`config.mk`:
```
export PLATFORM = sky130hd
export DESIGN_NAME = pmiq_top
export DESIGN_NICKNAME = d
export VERILOG_FILES = /design/src/logic/pmiq_pkg.sv /design/src/logic/pmiq_top.sv
export SDC_FILE = /design/constraint.sdc
export NUM_CORES = 1
export LEC_CHECK = 0
export ABC_AREA = 1
export BUFFER_PORTS_ARGS = -buffer_cell sky130_fd_sc_hd__buf_2
export CAP_MARGIN = 20
export CORE_MARGIN = 10
export CORE_UTILIZATION = 37
export CTS_CLUSTER_SIZE = 28
export DETAILED_ROUTE_END_ITERATION = 16
export SYNTH_ARGS = -nofsm -noshare
export SYNTH_HDL_FRONTEND = slang
export SYNTH_SLANG_ARGS = --single-unit
```
`constraint.sdc`:
```
create_clock -name CLK_SYS -period 38.8 [get_ports CLK_SYS]
set_input_delay 9.7 -clock CLK_SYS [delete_from_list [all_inputs] [get_ports CLK_SYS]]
set_output_delay 9.7 -clock CLK_SYS [all_outputs]
set_load 0.05 [all_outputs]
```
`src/logic/pmiq_pkg.sv`:
```
// Shared constants for the pin multiplexer and input qualifier block.
// Assumes a single system clock and an AHB-Lite register slave.
package pmiq_pkg;
  // ------------------------------------------------------------
  // Geometry
  // ------------------------------------------------------------
  localparam int B_PINS    = 32;    // Bank B pin count
  localparam int C_PINS    = 24;    // Bank C pin count
  localparam int C_DATA    = 16;    // Bank C pins carrying bus data
  localparam int GROUP     = 8;     // Pins sharing one sample period
  localparam int N_GROUPS  = 4;     // Sample period fields
  localparam int PRD_W     = 8;     // Sample period field width
  localparam int CNT_W     = 9;     // Sample spacing counter width
  localparam int WIN_SHORT = 3;     // Short window samples
  localparam int WIN_LONG  = 6;     // Long window samples

  // ------------------------------------------------------------
  // Route and filter selector codes
  // ------------------------------------------------------------
  localparam logic [1:0] RT_GPIO  = 2'h0;  // General-purpose I/O
  localparam logic [1:0] RT_ONE   = 2'h1;  // periph_choice_one
  localparam logic [1:0] RT_TWO   = 2'h2;  // periph_choice_two
  localparam logic [1:0] RT_THREE = 2'h3;  // periph_choice_three
  localparam logic [1:0] FLT_SYNC = 2'h0;  // Synchronise only
  localparam logic [1:0] FLT_WIN3 = 2'h1;  // Three-sample window
  localparam logic [1:0] FLT_WIN6 = 2'h2;  // Six-sample window
  localparam logic [1:0] FLT_RAW  = 2'h3;  // No synchronisation

  // ------------------------------------------------------------
  // Register byte offsets and reset values
  // ------------------------------------------------------------
  localparam logic [7:0] OFS_B_ROUTE_LO = 8'h00;  // bank_b_route_low
  localparam logic [7:0] OFS_B_ROUTE_HI = 8'h04;  // bank_b_route_high
  localparam logic [7:0] OFS_C_ROUTE_LO = 8'h08;  // bank_c_route_low
  localparam logic [7:0] OFS_C_ROUTE_HI = 8'h0C;  // bank_c_route_high
  localparam logic [7:0] OFS_B_FSEL_LO  = 8'h10;  // bank_b_filter_sel_low
  localparam logic [7:0] OFS_B_FSEL_HI  = 8'h14;  // bank_b_filter_sel_high
  localparam logic [7:0] OFS_B_CTRL     = 8'h18;  // bank_control
  localparam logic [7:0] OFS_B_DOUT     = 8'h1C;  // Bank B GPIO output
  localparam logic [7:0] OFS_B_DIR      = 8'h20;  // Bank B GPIO direction
  localparam logic [7:0] OFS_B_DIN      = 8'h24;  // Bank B qualified input
  localparam logic [7:0] OFS_C_DOUT     = 8'h28;  // Bank C GPIO output
  localparam logic [7:0] OFS_C_DIR      = 8'h2C;  // Bank C GPIO direction
  localparam logic [7:0] OFS_C_DIN      = 8'h30;  // Bank C synced input
  localparam logic [31:0] RST_REG       = 32'h0000_0000;  // All registers
  localparam logic [31:0] C_HI_MASK     = 32'h0000_FFFF;  // Eight 2-bit fields
  localparam logic [31:0] C_IO_MASK     = 32'h00FF_FFFF;  // 24 Bank C pins

  // ------------------------------------------------------------
  // AHB-Lite encodings
  // ------------------------------------------------------------
  localparam logic       HRESP_OKAY = 1'b0;   // Only response used
  localparam int         ADDR_W     = 8;      // Decoded address bits
endpackage

```
`src/logic/pmiq_top.sv`:
```
// Pin multiplexer and input qualifier for Bank B (32 pins) and Bank C (24 pins).
// Assumes AHB-Lite master with single word transfers; pins are asynchronous.
//
// Functional notes
// - Bank B two-bit route per pin
// - I2C pins open-drain, never drive high
// - Bank C low codes 00/01 give GPIO
// - Bank C low codes 1x give bus data
// - Bank C high codes 00/01 give GPIO
// - Bank C high codes 1x drive address
// - Per-pin filter mode selector field
// - Filter selectors reset to synchronise-only
// - Window modes synchronise, then filter
// - Sample period shared by eight pins
// - Period sets sample spacing, two clocks per count
// - Window holds three or six samples
// - Output changes only on unanimous window
// - Mode 11 passes input unsynchronised
// - Unrouted peripheral input takes default level
// - Several pins may feed one input

// ------------------------------------------------------------
// Per-pin sampling window filter
// ------------------------------------------------------------
module pmiq_pin_filter
  import pmiq_pkg::*;
(
  input  wire logic       clk,      // System clock
  input  wire logic       rst_n,    // Synchronised reset, active low
  input  wire logic       din,      // Synchronised pin level
  input  wire logic       tick,     // Sample strobe of this group
  input  wire logic [1:0] mode,     // Filter mode of this pin
  output logic            qual      // Filtered level
);
  logic [WIN_LONG-1:0] win;         // Most recent sample in bit 0
  wire  short_one  = &win[WIN_SHORT-1:0];
  wire  short_zero = ~|win[WIN_SHORT-1:0];
  wire  long_one   = &win;
  wire  long_zero  = ~|win;
  wire  use_long   = (mode == FLT_WIN6);
  wire  all_one    = use_long ? long_one : short_one;
  wire  all_zero   = use_long ? long_zero : short_zero;

  // Shift in a sample on each strobe only
  always_ff @(posedge clk or negedge rst_n) begin
    if (!rst_n) begin
      win <= '0;
    end else if (tick) begin
      win <= {win[WIN_LONG-2:0], din};
    end
  end
  // Follow the window only when every sample agrees
  always_ff @(posedge clk or negedge rst_n) begin
    if (!rst_n) begin
      qual <= 1'b0;
    end else if (all_one) begin
      qual <= 1'b1;
    end else if (all_zero) begin
      qual <= 1'b0;
    end
  end
endmodule

// ------------------------------------------------------------
// Top level
// ------------------------------------------------------------
module pmiq_top
  import pmiq_pkg::*;
#(
  parameter logic [31:0] DEF_ONE    = 32'h0000_0000,  // Idle level, choice one inputs
  parameter logic [31:0] DEF_TWO    = 32'h0000_0000,  // Idle level, choice two inputs
  parameter logic [31:0] DEF_THREE  = 32'h0000_0000,  // Idle level, choice three inputs
  parameter logic [31:0] SHARE_MASK = 32'h0000_0024,  // Pins feeding the shared input
  parameter logic        DEF_SHARED = 1'b1            // Idle level of shared input
)(
  input  wire logic        CLK_SYS,       // System clock, 50 MHz
  input  wire logic        RST_N,         // Asynchronous reset, active low
  input  wire logic        HSEL,          // AHB slave select
  input  wire logic [31:0] HADDR,         // AHB address
  input  wire logic [1:0]  HTRANS,        // AHB transfer type
  input  wire logic        HWRITE,        // AHB write
  input  wire logic [2:0]  HSIZE,         // AHB size
  input  wire logic [31:0] HWDATA,        // AHB write data
  input  wire logic        HREADY,        // AHB bus ready
  output logic             HREADYOUT,     // Slave ready
  output logic             HRESP,         // Slave response
  output logic [31:0]      HRDATA,        // Read data
  input  wire logic [31:0] PB_IN,         // Bank B pin level
  output logic [31:0]      PB_OUT,        // Bank B pin drive value
  output logic [31:0]      PB_OE,         // Bank B pin drive enable
  input  wire logic [23:0] PC_IN,         // Bank C pin level
  output logic [23:0]      PC_OUT,        // Bank C pin drive value
  output logic [23:0]      PC_OE,         // Bank C pin drive enable
  input  wire logic [31:0] ONE_OUT,       // Choice one peripheral outputs
  input  wire logic [31:0] ONE_OE,        // Choice one peripheral enables
  output logic [31:0]      ONE_IN,        // Choice one peripheral inputs
  input  wire logic [31:0] TWO_OUT,       // Choice two peripheral outputs
  input  wire logic [31:0] TWO_OE,        // Choice two peripheral enables
  output logic [31:0]      TWO_IN,        // Choice two peripheral inputs
  input  wire logic [31:0] THREE_OUT,     // Choice three peripheral outputs
  input  wire logic [31:0] THREE_OE,      // Choice three peripheral enables
  output logic [31:0]      THREE_IN,      // Choice three peripheral inputs
  output logic             SHARED_IN,     // Input fed by several candidate pins
  input  wire logic [15:0] EXT_DATA_OUT,  // ext_bus_data from the bus unit
  input  wire logic [15:0] EXT_DATA_OE,   // ext_bus_data drive enables
  output logic [15:0]      EXT_DATA_IN,   // ext_bus_data to the bus unit
  input  wire logic [7:0]  EXT_ADDR_HI    // ext_bus_addr bits 15..8
);
  if (B_PINS != N_GROUPS * GROUP) begin : g_chk
    $error("bank B must split into whole sample groups");
  end

  // ------------------------------------------------------------
  // Reset release and pin synchronisers
  // ------------------------------------------------------------
  logic        rst_meta;              // First reset stage
  logic        rst_n;                 // Design reset
  logic [31:0] pb_meta;               // Bank B first stage
  logic [31:0] pb_sync;               // Bank B synchronised
  logic [23:0] pc_meta;               // Bank C first stage
  logic [23:0] pc_sync;               // Bank C synchronised

  // Release reset cleanly on the clock
  always_ff @(posedge CLK_SYS or negedge RST_N) begin
    if (!RST_N) begin
      rst_meta <= 1'b0;
      rst_n    <= 1'b0;
    end else begin
      rst_meta <= 1'b1;
      rst_n    <= rst_meta;
    end
  end

  // Two stages before logic sees a pin; bank B raw mode bypasses them
  always_ff @(posedge CLK_SYS or negedge rst_n) begin
    if (!rst_n) begin
      pb_meta <= '0;
      pb_sync <= '0;
      pc_meta <= '0;
      pc_sync <= '0;
    end else begin
      pb_meta <= PB_IN;
      pb_sync <= pb_meta;
      pc_meta <= PC_IN;
      pc_sync <= pc_meta;
    end
  end

  // ------------------------------------------------------------
  // AHB-Lite slave and registers
  // ------------------------------------------------------------
  logic [31:0]       b_route_lo;      // bank_b_route_low
  logic [31:0]       b_route_hi;      // bank_b_route_high
  logic [31:0]       c_route_lo;      // bank_c_route_low
  logic [31:0]       c_route_hi;      // bank_c_route_high
  logic [31:0]       b_fsel_lo;       // bank_b_filter_sel_low
  logic [31:0]       b_fsel_hi;       // bank_b_filter_sel_high
  logic [31:0]       b_ctrl;          // bank_control, four period fields
  logic [31:0]       b_dout;          // Bank B GPIO output value
  logic [31:0]       b_dir;           // Bank B GPIO direction
  logic [31:0]       c_dout;          // Bank C GPIO output value
  logic [31:0]       c_dir;           // Bank C GPIO direction
  logic              wr_pend;         // Write data phase pending
  logic [ADDR_W-1:0] wr_addr;         // Latched write address
  logic [31:0]       b_qual;          // Bank B qualified levels
  logic [31:0]       rd_mux;          // Read selection
  wire               access = HSEL && HREADY && HTRANS[1];
  wire [ADDR_W-1:0]  a      = HADDR[ADDR_W-1:0];
  // Unmapped offsets read zero; writes to them are dropped
  assign rd_mux = (a == OFS_B_ROUTE_LO) ? b_route_lo :
                  (a == OFS_B_ROUTE_HI) ? b_route_hi :
                  (a == OFS_C_ROUTE_LO) ? c_route_lo :
                  (a == OFS_C_ROUTE_HI) ? c_route_hi :
                  (a == OFS_B_FSEL_LO)  ? b_fsel_lo  :
                  (a == OFS_B_FSEL_HI)  ? b_fsel_hi  :
                  (a == OFS_B_CTRL)     ? b_ctrl     :
                  (a == OFS_B_DOUT)     ? b_dout     :
                  (a == OFS_B_DIR)      ? b_dir      :
                  (a == OFS_B_DIN)      ? b_qual     :
                  (a == OFS_C_DOUT)     ? c_dout     :
                  (a == OFS_C_DIR)      ? c_dir      :
                  (a == OFS_C_DIN)      ? {8'h00, pc_sync} : 32'h0000_0000;

  // Zero wait states: every transfer completes in its data phase
  assign HREADYOUT = 1'b1;
  assign HRESP     = HRESP_OKAY;
  // Capture the write address and serve reads from the address phase
  always_ff @(posedge CLK_SYS or negedge rst_n) begin
    if (!rst_n) begin
      wr_pend <= 1'b0;
      wr_addr <= '0;
      HRDATA  <= RST_REG;
    end else begin
      wr_pend <= access && HWRITE;
      wr_addr <= a;
      if (access && !HWRITE) begin
        HRDATA <= rd_mux;
      end
    end
  end

  // Register writes in the data phase
  always_ff @(posedge CLK_SYS or negedge rst_n) begin
    if (!rst_n) begin
      b_route_lo <= RST_REG;
      b_route_hi <= RST_REG;
      c_route_lo <= RST_REG;
      c_route_hi <= RST_REG;
      b_fsel_lo  <= RST_REG;
      b_fsel_hi  <= RST_REG;
      b_ctrl     <= RST_REG;
      b_dout     <= RST_REG;
      b_dir      <= RST_REG;
      c_dout     <= RST_REG;
      c_dir      <= RST_REG;
    end else if (wr_pend) begin
      case (wr_addr)
        OFS_B_ROUTE_LO: b_route_lo <= HWDATA;
        OFS_B_ROUTE_HI: b_route_hi <= HWDATA;
        OFS_C_ROUTE_LO: c_route_lo <= HWDATA;
        OFS_C_ROUTE_HI: c_route_hi <= HWDATA & C_HI_MASK;
        OFS_B_FSEL_LO:  b_fsel_lo  <= HWDATA;
        OFS_B_FSEL_HI:  b_fsel_hi  <= HWDATA;
        OFS_B_CTRL:     b_ctrl     <= HWDATA;
        OFS_B_DOUT:     b_dout     <= HWDATA;
        OFS_B_DIR:      b_dir      <= HWDATA;
        OFS_C_DOUT:     c_dout     <= HWDATA & C_IO_MASK;
        OFS_C_DIR:      c_dir      <= HWDATA & C_IO_MASK;
        default: ;                     // Unmapped: ignored
      endcase
    end
  end

  // ------------------------------------------------------------
  // Sample strobes, one divider per group of eight pins
  // ------------------------------------------------------------
  logic [N_GROUPS-1:0] tick;          // Sample strobe per group
  for (genvar g = 0; g < N_GROUPS; g++) begin : g_grp
    logic [CNT_W-1:0] cnt;            // Cycles since last sample
    wire  [PRD_W-1:0] prd  = b_ctrl[g*PRD_W +: PRD_W];
    wire  [CNT_W-1:0] span = {prd, 1'b0};                     // Twice the field
    wire              wrap = (cnt >= span - 9'h001);
    assign tick[g] = (prd == '0) || wrap;
    // Period zero samples every cycle; a shrinking period wraps at once
    always_ff @(posedge CLK_SYS or negedge rst_n) begin
      if (!rst_n) begin
        cnt <= '0;
      end else if (tick[g]) begin
        cnt <= '0;
      end else begin
        cnt <= cnt + 9'h001;
      end
    end
  end

  // ------------------------------------------------------------
  // Bank B: route, qualify and feed peripherals
  // ------------------------------------------------------------
  logic [31:0] sel_one;               // Pin routed to choice one
  logic [31:0] sel_two;               // Pin routed to choice two
  logic [31:0] sel_three;             // Pin routed to choice three
  for (genvar i = 0; i < B_PINS; i++) begin : g_b
    wire [1:0] route = (i < 16) ? b_route_lo[2*(i%16) +: 2]
                                : b_route_hi[2*(i%16) +: 2];
    wire [1:0] mode  = (i < 16) ? b_fsel_lo[2*(i%16) +: 2]
                                : b_fsel_hi[2*(i%16) +: 2];
    logic      filt;                  // Window filtered level
    pmiq_pin_filter u_flt (
      .clk   (CLK_SYS),
      .rst_n (rst_n),
      .din   (pb_sync[i]),
      .tick  (tick[i/GROUP]),
      .mode  (mode),
      .qual  (filt)
    );
    // Raw mode bypasses both stages; the peripheral resynchronises
    assign b_qual[i] = (mode == FLT_RAW)  ? PB_IN[i]   :
                       (mode == FLT_SYNC) ? pb_sync[i] : filt;
    assign sel_one[i]   = (route == RT_ONE);
    assign sel_two[i]   = (route == RT_TWO);
    assign sel_three[i] = (route == RT_THREE);
    if (i < 2) begin : g_i2c
      // i2c_data_line and i2c_clock_line only ever pull low
      assign PB_OUT[i] = sel_one[i] ? 1'b0 : (route == RT_GPIO) ? b_dout[i] :
                         sel_two[i] ? TWO_OUT[i] : THREE_OUT[i];
      assign PB_OE[i]  = sel_one[i] ? ~ONE_OUT[i] : (route == RT_GPIO) ? b_dir[i] :
                         sel_two[i] ? TWO_OE[i] : THREE_OE[i];
    end else begin : g_std
      assign PB_OUT[i] = (route == RT_GPIO) ? b_dout[i] : sel_one[i] ? ONE_OUT[i] :
                         sel_two[i] ? TWO_OUT[i] : THREE_OUT[i];
      assign PB_OE[i]  = (route == RT_GPIO) ? b_dir[i] : sel_one[i] ? ONE_OE[i] :
                         sel_two[i] ? TWO_OE[i] : THREE_OE[i];
    end
  end

  // Unrouted peripheral inputs rest at their idle level
  assign ONE_IN   = (sel_one   & b_qual) | (~sel_one   & DEF_ONE);
  assign TWO_IN   = (sel_two   & b_qual) | (~sel_two   & DEF_TWO);
  assign THREE_IN = (sel_three & b_qual) | (~sel_three & DEF_THREE);

  // Shared input: the lowest candidate pin routed to choice one wins
  wire [31:0] cand     = SHARE_MASK & sel_one;
  wire [31:0] cand_low = cand & (~cand + 32'h0000_0001);
  assign SHARED_IN = (cand == '0) ? DEF_SHARED : |(cand_low & b_qual);

  // ------------------------------------------------------------
  // Bank C: bus data and address routing, synchronise only
  // ------------------------------------------------------------
  for (genvar i = 0; i < C_PINS; i++) begin : g_c
    if (i < C_DATA) begin : g_data
      wire bus = c_route_lo[2*i+1];
      assign PC_OUT[i] = bus ? EXT_DATA_OUT[C_DATA-1-i] : c_dout[i];
      assign PC_OE[i]  = bus ? EXT_DATA_OE[C_DATA-1-i]  : c_dir[i];
      assign EXT_DATA_IN[C_DATA-1-i] = bus & pc_sync[i];
    end else begin : g_addr
      wire bus = c_route_hi[2*(i-C_DATA)+1];
      assign PC_OUT[i] = bus ? EXT_ADDR_HI[i-C_DATA] : c_dout[i];
      assign PC_OE[i]  = bus | c_dir[i];
    end
  end
endmodule

```
* Word level (Yosys, flattened, before mapping)
Cells that the tools add are included.
** Operators by class
- Magnitude comparators :: 4
- Muxes and demuxes :: 442
- Eq/ne operators :: 182
- $add $sub $neg :: 9
- Reduce and logical (&&, ||, !) cells :: 316
- Bitwise gates (word level) :: 32
** Operators with widths (count)
- $mux W1 :: 425
- $mux W32 :: 10
- $eq A2 B2 Y1 const B :: 128
- $reduce_and A6 Y1 :: 32
- $reduce_or A6 Y1 :: 32
- $and A32 B32 Y32 :: 4
- $logic_not A2 Y1 :: 64
- $reduce_and A3 Y1 :: 32
- $reduce_or A3 Y1 :: 32
- $mux W24 :: 3
- $logic_not A1 Y1 :: 65
- $eq A2 B1 Y1 const B :: 32
- $eq A8 B5 Y1 const B :: 8
- $eq A8 B6 Y1 const B :: 8
- $reduce_bool A2 Y1 :: 32
- $logic_not A8 Y1 :: 6
- $add A9 B1 Y9 const B :: 4
- $ge A9 B9 Y1 :: 4
- $mux W9 :: 4
- $sub A9 B1 Y9 const B :: 4
- $add A32 B1 Y32 const B :: 1
- $and A6 B32 Y32 :: 1
- $eq A8 B4 Y1 const B :: 4
- $logic_not A32 Y1 :: 1
- 9 further kinds :: 49
** Word-level totals
- Input bits :: 362
- Output and inout bits :: 259
- Flip-flop bits (word level) :: 735

* Logic depth before layout (Yosys ltp)
- Depth in word-level cells :: 14
- Depth in mapped cells :: 15
- Depth with buffers taken out :: 15

* Hierarchy
Synthesis repeated with hierarchy kept, for this count alone.
** Unflattened totals
- Cell total of the unflattened synthesis :: 4485
- Area, all modules :: 35765.6 µm²
** By module, submodules not included
- pmiq_top :: area each 25836.0 µm², times used 1, cells each 3333
- pmiq_pin_filter :: area each 310.3 µm², times used 32, cells each 36

* Least setup slack after synthesis
Ideal clock, no wire load.
- Kind :: input-to-output
- Start point :: in PB_IN[29]
- End point :: out ONE_IN[29]
- Buffers on the path :: 0
- Required time :: 29.100 ns
- Arrival time :: 11.146 ns
- Path slack :: 17.954 ns
- Cell stages on the path :: 5
- Path through :: nand3b_1 > o21ai_0 > a31oi_1 > inv_1 > nor3_1
** Between the ends
- Cells in the longest elaborated chain, start to end :: 2
** RTL lines
- start: declaration :: line pmiq_top.sv:88 : input wire logic [31:0] PB_IN,
- $mux W1 :: line pmiq_top.sv:277 : assign b_qual[i] = (mode == FLT_RAW) ? PB_IN[i] :
- $and A32 B32 Y32 :: line pmiq_top.sv:297 : assign ONE_IN = (sel_one & b_qual) | (~sel_one & DEF_ONE);
- end: declaration :: line pmiq_top.sv:96 : output logic [31:0] ONE_IN,
Every way passes these cells.

* Worst setup path in the final report
- Start point :: in PB_IN[31]
- End point :: out ONE_IN[31]
Same word-level chain as after synthesis.

==> impl_metrics.tcl <==
set metrics [dict create \
    run_status "finished, final reports clean" \
    power-per-cell-area_nw_per_um2 51.7 \
    path_cells "buf_2, nand3b_1, o21ai_0, a31oi_1, inv_1, nor3_1, buf_2" \
    power_frac_comb_pct 17.1 \
    power_report.internal_total_uw 1510 \
    post_synth.cell_area_avg_sq_um 8.22 \
    finalCoreUtilization_pct 44.4 \
    reg2reg_depth 13 \
    tritoncts_clock_tree "done" \
    detail_route.wl_per_cell_um 21.9 \
    final_nets 5223 \
    seq_power_share_pct 46.7 \
    worstPathMaxFanout 3 \
    cp_top_family "buffers and inverters" \
    ir_worst_vdd_mv 0.0313 \
    drt-pass1-iter-count 6 \
    clock_skew_ns 0.0239 \
    postSynthCellCount 4282 \
    initial_utilization_pct 37.2 \
    swShare_pct 30.6 \
    dieHeight_um 328 \
    drt_drc_violations_left 0 \
    layout_common_cells "1062 x sky130_fd_sc_hd__nand2_1, 734 x sky130_fd_sc_hd__dfrtp_1, 588 x sky130_fd_sc_hd__buf_2, 574 x sky130_fd_sc_hd__o21ai_0, 445 x sky130_fd_sc_hd__inv_1" \
    netSwitchingPower_uw 665 \
    maxClockFrequency_mhz 47.7 \
    postSynth.topFlopCell "sky130_fd_sc_hd__dfrtp_1" \
    commonest_non_fill_non_tap_cell_in_the_layout "sky130_fd_sc_hd__nand2_1" \
    post_cts_resize_count 0 \
    detailroute.via_count 32100 \
    library_cell_used_as_clock_root_buffer "sky130_fd_sc_hd__clkbuf_16" \
    grt_remaining_overflow 0 \
    worst_hold_path_type "flip-flop to flip-flop" \
    setup.reg_to_reg.worst_slack_ns 35.21 \
    ff_latch_area_sq_um 18400 \
    die_area_sq_um 108000 \
    hold_violations 0 \
    power.static_leakage_uw 0.0221 \
    timing_max_transition_violations_final 0 \
    share_clk_of_total_power_pct 36.3 \
    top_regs "g_b.u_flt.win (192), g_grp.cnt (36)" \
    largest_net_degree_at_the_start_of_global_routing 173 \
    grt_setup_unrepaired "false" \
    core_region_area_sq_um 94700 \
    synth.lib_cells_used.distinct 49 \
    tns_ns 0 \
    tritoncts_num_sinks 735 \
    placement.io_buffers 588 \
    vias_per_cell 5.21 \
    crit_required_ns 29.10 \
    max-clock-path-buffers 3 \
    cp.depth 7 \
    period_share_pct 54.0 \
    regMostFlops "g_b.u_flt.win" \
    path_common_cell "sky130_fd_sc_hd__buf_2" \
    ant_nets 0 \
    grt_usage_pct 24.2 \
    htreeDepth 3 \
    hold-worst-slack_ns 0.335 \
    layout-drive-gt1-share_pct 17.8 \
    r2r-start "b_ctrl[24]" \
    drt_wl_total_mm 135 \
    die_w_um 328 \
    crit_path_start "PB_IN[31]" \
    timing.setup.critical_path_class "input pin to primary output" \
    worst_setup_path_endpoint "ONE_IN[31]" \
    finalSetupViolations 0 \
    number_of_antenna_violations_at_the_first_check_in_global_routing 34 \
    timing.critical_path.slowest_cell_delay_ns 0.35 \
    gpl.final_weighted_congestion 0.937 \
    regToRegEndpoint "g_b[31].u_flt.win[0]" \
    critical_path.slowest_cell "sky130_fd_sc_hd__a31oi_1" \
    async_reset_ff_share_pct 100 \
    detailedRoute.firstIterationViolations 2868 \
    hpwlAfterDp_mm 102 \
    largest_register_ff_count 192 \
    multi_input_comb_area_sq_um 14400 \
    first_pass_grt_wire_length_mm 197 \
    first_global_vias 30700 \
    clock_latency_ns 0.63 \
    number_of_standard_cell_rows_in_the_floorplan 113 \
    cp-start-kind "input pin" \
    synth.yosys.seq_area_share_pct 52.2 \
    synthToLayoutAreaGrowth_pct 19.4 \
    numCtsBuffers 78 \
    post-cts-setup-buffer-count 0 \
    number_of_flops_mapped_to_enable_cells_by_yosys 0 \
    max_cap_violations 0 \
    maxSlewHeadroom_pct 31.7 \
    synth.yosys.warnings 0 \
    top_ports 621 \
    period_needed_ns 20.95 \
    ys_seq_elements 735 \
    timing.critical_path.to_type "primary output" \
    worst_pin_slew_ns 1.02 \
    critical_path_buf_inv_count 3 \
    cp.arrival_ns 11.25 \
    cts.clk_slew.worst_paths_ns 0.06 \
    filler_cell_count 9541 \
    hold_buffers 0 \
    mappedNetlistArea_sq_um 35200 \
]
## stage by stage
step / power [uW] / std cells / area [sq um] / setup WS (ns)
after detailed placement: 1400 / 6002 / 39300 / 17.86
after floorplan: 1290 / 4283 / 35200 / 16.80
after global routing: 2290 / 6151 / 42000 / 17.85
after CTS: 2190 / 6146 / 42000 / 17.85
after global placement: 1380 / 6001 / 39300 / 17.86
final: 2170 / 6154 / 42000 / 17.85
## power groups by stage
stage	registers [uW]	logic (uW)	clock network, uW
after detailed placement	1030	372	0
after global placement	1020	362	0
after CTS	1010	375	799
final	1010	371	788
after global routing	1030	429	828
after floorplan	1020	268	0
## cell type report
cell class | instances | share of cell area [%]
flip-flops and latches | 735 | 43.8
multi-input cells | 2921 | 34.2
repair buffers | 627 | 7.77
clock buffers | 112 | 5.62
inverters | 456 | 4.07
well taps | 1265 | 3.76
clock inverters | 32 | 0.798
diodes | 6 | 0.0357
## cell usage after synthesis (2+ instances only)
master                      instances  share of area (%)
sky130_fd_sc_hd__a2111oi_0         30               0.75
sky130_fd_sc_hd__a21oi_1          169                2.4
sky130_fd_sc_hd__a31oi_1            5              0.089
sky130_fd_sc_hd__and3_1             5              0.089
sky130_fd_sc_hd__buf_1              2              0.021
sky130_fd_sc_hd__buf_2             53               0.75
sky130_fd_sc_hd__buf_4             12               0.26
sky130_fd_sc_hd__buf_6              2              0.064
sky130_fd_sc_hd__clkbuf_1         102                1.1
sky130_fd_sc_hd__conb_1             2              0.021
sky130_fd_sc_hd__dfrtp_1          735                 52
sky130_fd_sc_hd__ha_1              42                1.5
sky130_fd_sc_hd__inv_1            445                4.7
sky130_fd_sc_hd__inv_2             11               0.12
sky130_fd_sc_hd__mux2_1             7               0.22
sky130_fd_sc_hd__mux2_2            47                1.5
sky130_fd_sc_hd__nand2_1         1067                 11
sky130_fd_sc_hd__nand2_2            6               0.11
sky130_fd_sc_hd__nand3_1          173                2.5
sky130_fd_sc_hd__nand3_2            4               0.11
sky130_fd_sc_hd__nand3b_1           8               0.17
sky130_fd_sc_hd__nand4_1           91                1.6
sky130_fd_sc_hd__nor2_1           360                3.8
sky130_fd_sc_hd__nor2_2             6               0.11
sky130_fd_sc_hd__nor2_4             5               0.16
sky130_fd_sc_hd__nor3_1           128                1.8
sky130_fd_sc_hd__nor3_2             4               0.11
sky130_fd_sc_hd__nor3b_1           15               0.32
sky130_fd_sc_hd__nor4_1             4              0.071
sky130_fd_sc_hd__o2111ai_1          2              0.050
sky130_fd_sc_hd__o211ai_1          63                1.3
sky130_fd_sc_hd__o21a_1             2              0.043
sky130_fd_sc_hd__o21ai_0          574                8.2
sky130_fd_sc_hd__o21ai_1            9               0.13
sky130_fd_sc_hd__o22ai_1            7               0.12
sky130_fd_sc_hd__o31ai_1           30               0.64
sky130_fd_sc_hd__or2_0              3              0.053
sky130_fd_sc_hd__or2_2             11               0.20
sky130_fd_sc_hd__xnor2_1            5               0.12
sky130_fd_sc_hd__xor2_1            27               0.67
## worst register-to-register path: stages, from the launching register on
cell and delay (ns):
sky130_fd_sc_hd__dfrtp_1 0.42, sky130_fd_sc_hd__inv_1 0.09, sky130_fd_sc_hd__ha_1 0.18, sky130_fd_sc_hd__nand2_1 0.10
sky130_fd_sc_hd__nor3_1 0.24, sky130_fd_sc_hd__xor2_1 0.18, sky130_fd_sc_hd__inv_1 0.06, sky130_fd_sc_hd__ha_1 0.27
sky130_fd_sc_hd__nand2_1 0.08, sky130_fd_sc_hd__o21ai_0 0.10, sky130_fd_sc_hd__a21oi_1 0.16, sky130_fd_sc_hd__nand3_2 0.68
sky130_fd_sc_hd__buf_4 0.57, sky130_fd_sc_hd__mux2_2 0.35
## logic make-up after synthesis
| logic type | share of synthesized area (%) |
|---|---|
| mux | 1.73 |
| simple gates | 22.8 |
| buf+inv | 7.04 |
| fa+ha+maj | 1.49 |
| xor+xnor | 0.796 |
| flops | 52.2 |
| other cells | 0.0213 |
| compound gates | 13.9 |
## worst min path at each step
| stage | startpoint | end | slack (ns) | cells past startpoint |
|---|---|---|---|---|
| final | pc_meta[19] | pc_sync[19] | 0.34 | 0 |
| after global placement | pb_meta[9] | pb_sync[9] | 0.33 | 0 |
| after floorplan | pb_meta[0] | pb_sync[0] | 0.33 | 0 |
| after global routing | pb_meta[3] | pb_sync[3] | 0.34 | 0 |
| after detailed placement | pb_meta[12] | pb_sync[12] | 0.33 | 0 |
| after CTS | pb_meta[3] | pb_sync[3] | 0.34 | 0 |
## layer usage
layer	part of all wire, %	vias up	GRT usage, %	wire length (um)
met5	0.11	-	0	147
met4	3.8	22	8.52	5140
met3	8.8	272	6.13	11800
met2	48	1334	41.2	64300
met1	40	15200	29.6	53200
li1	-	15200	-	-
Power figures use the tool's default switching activity.
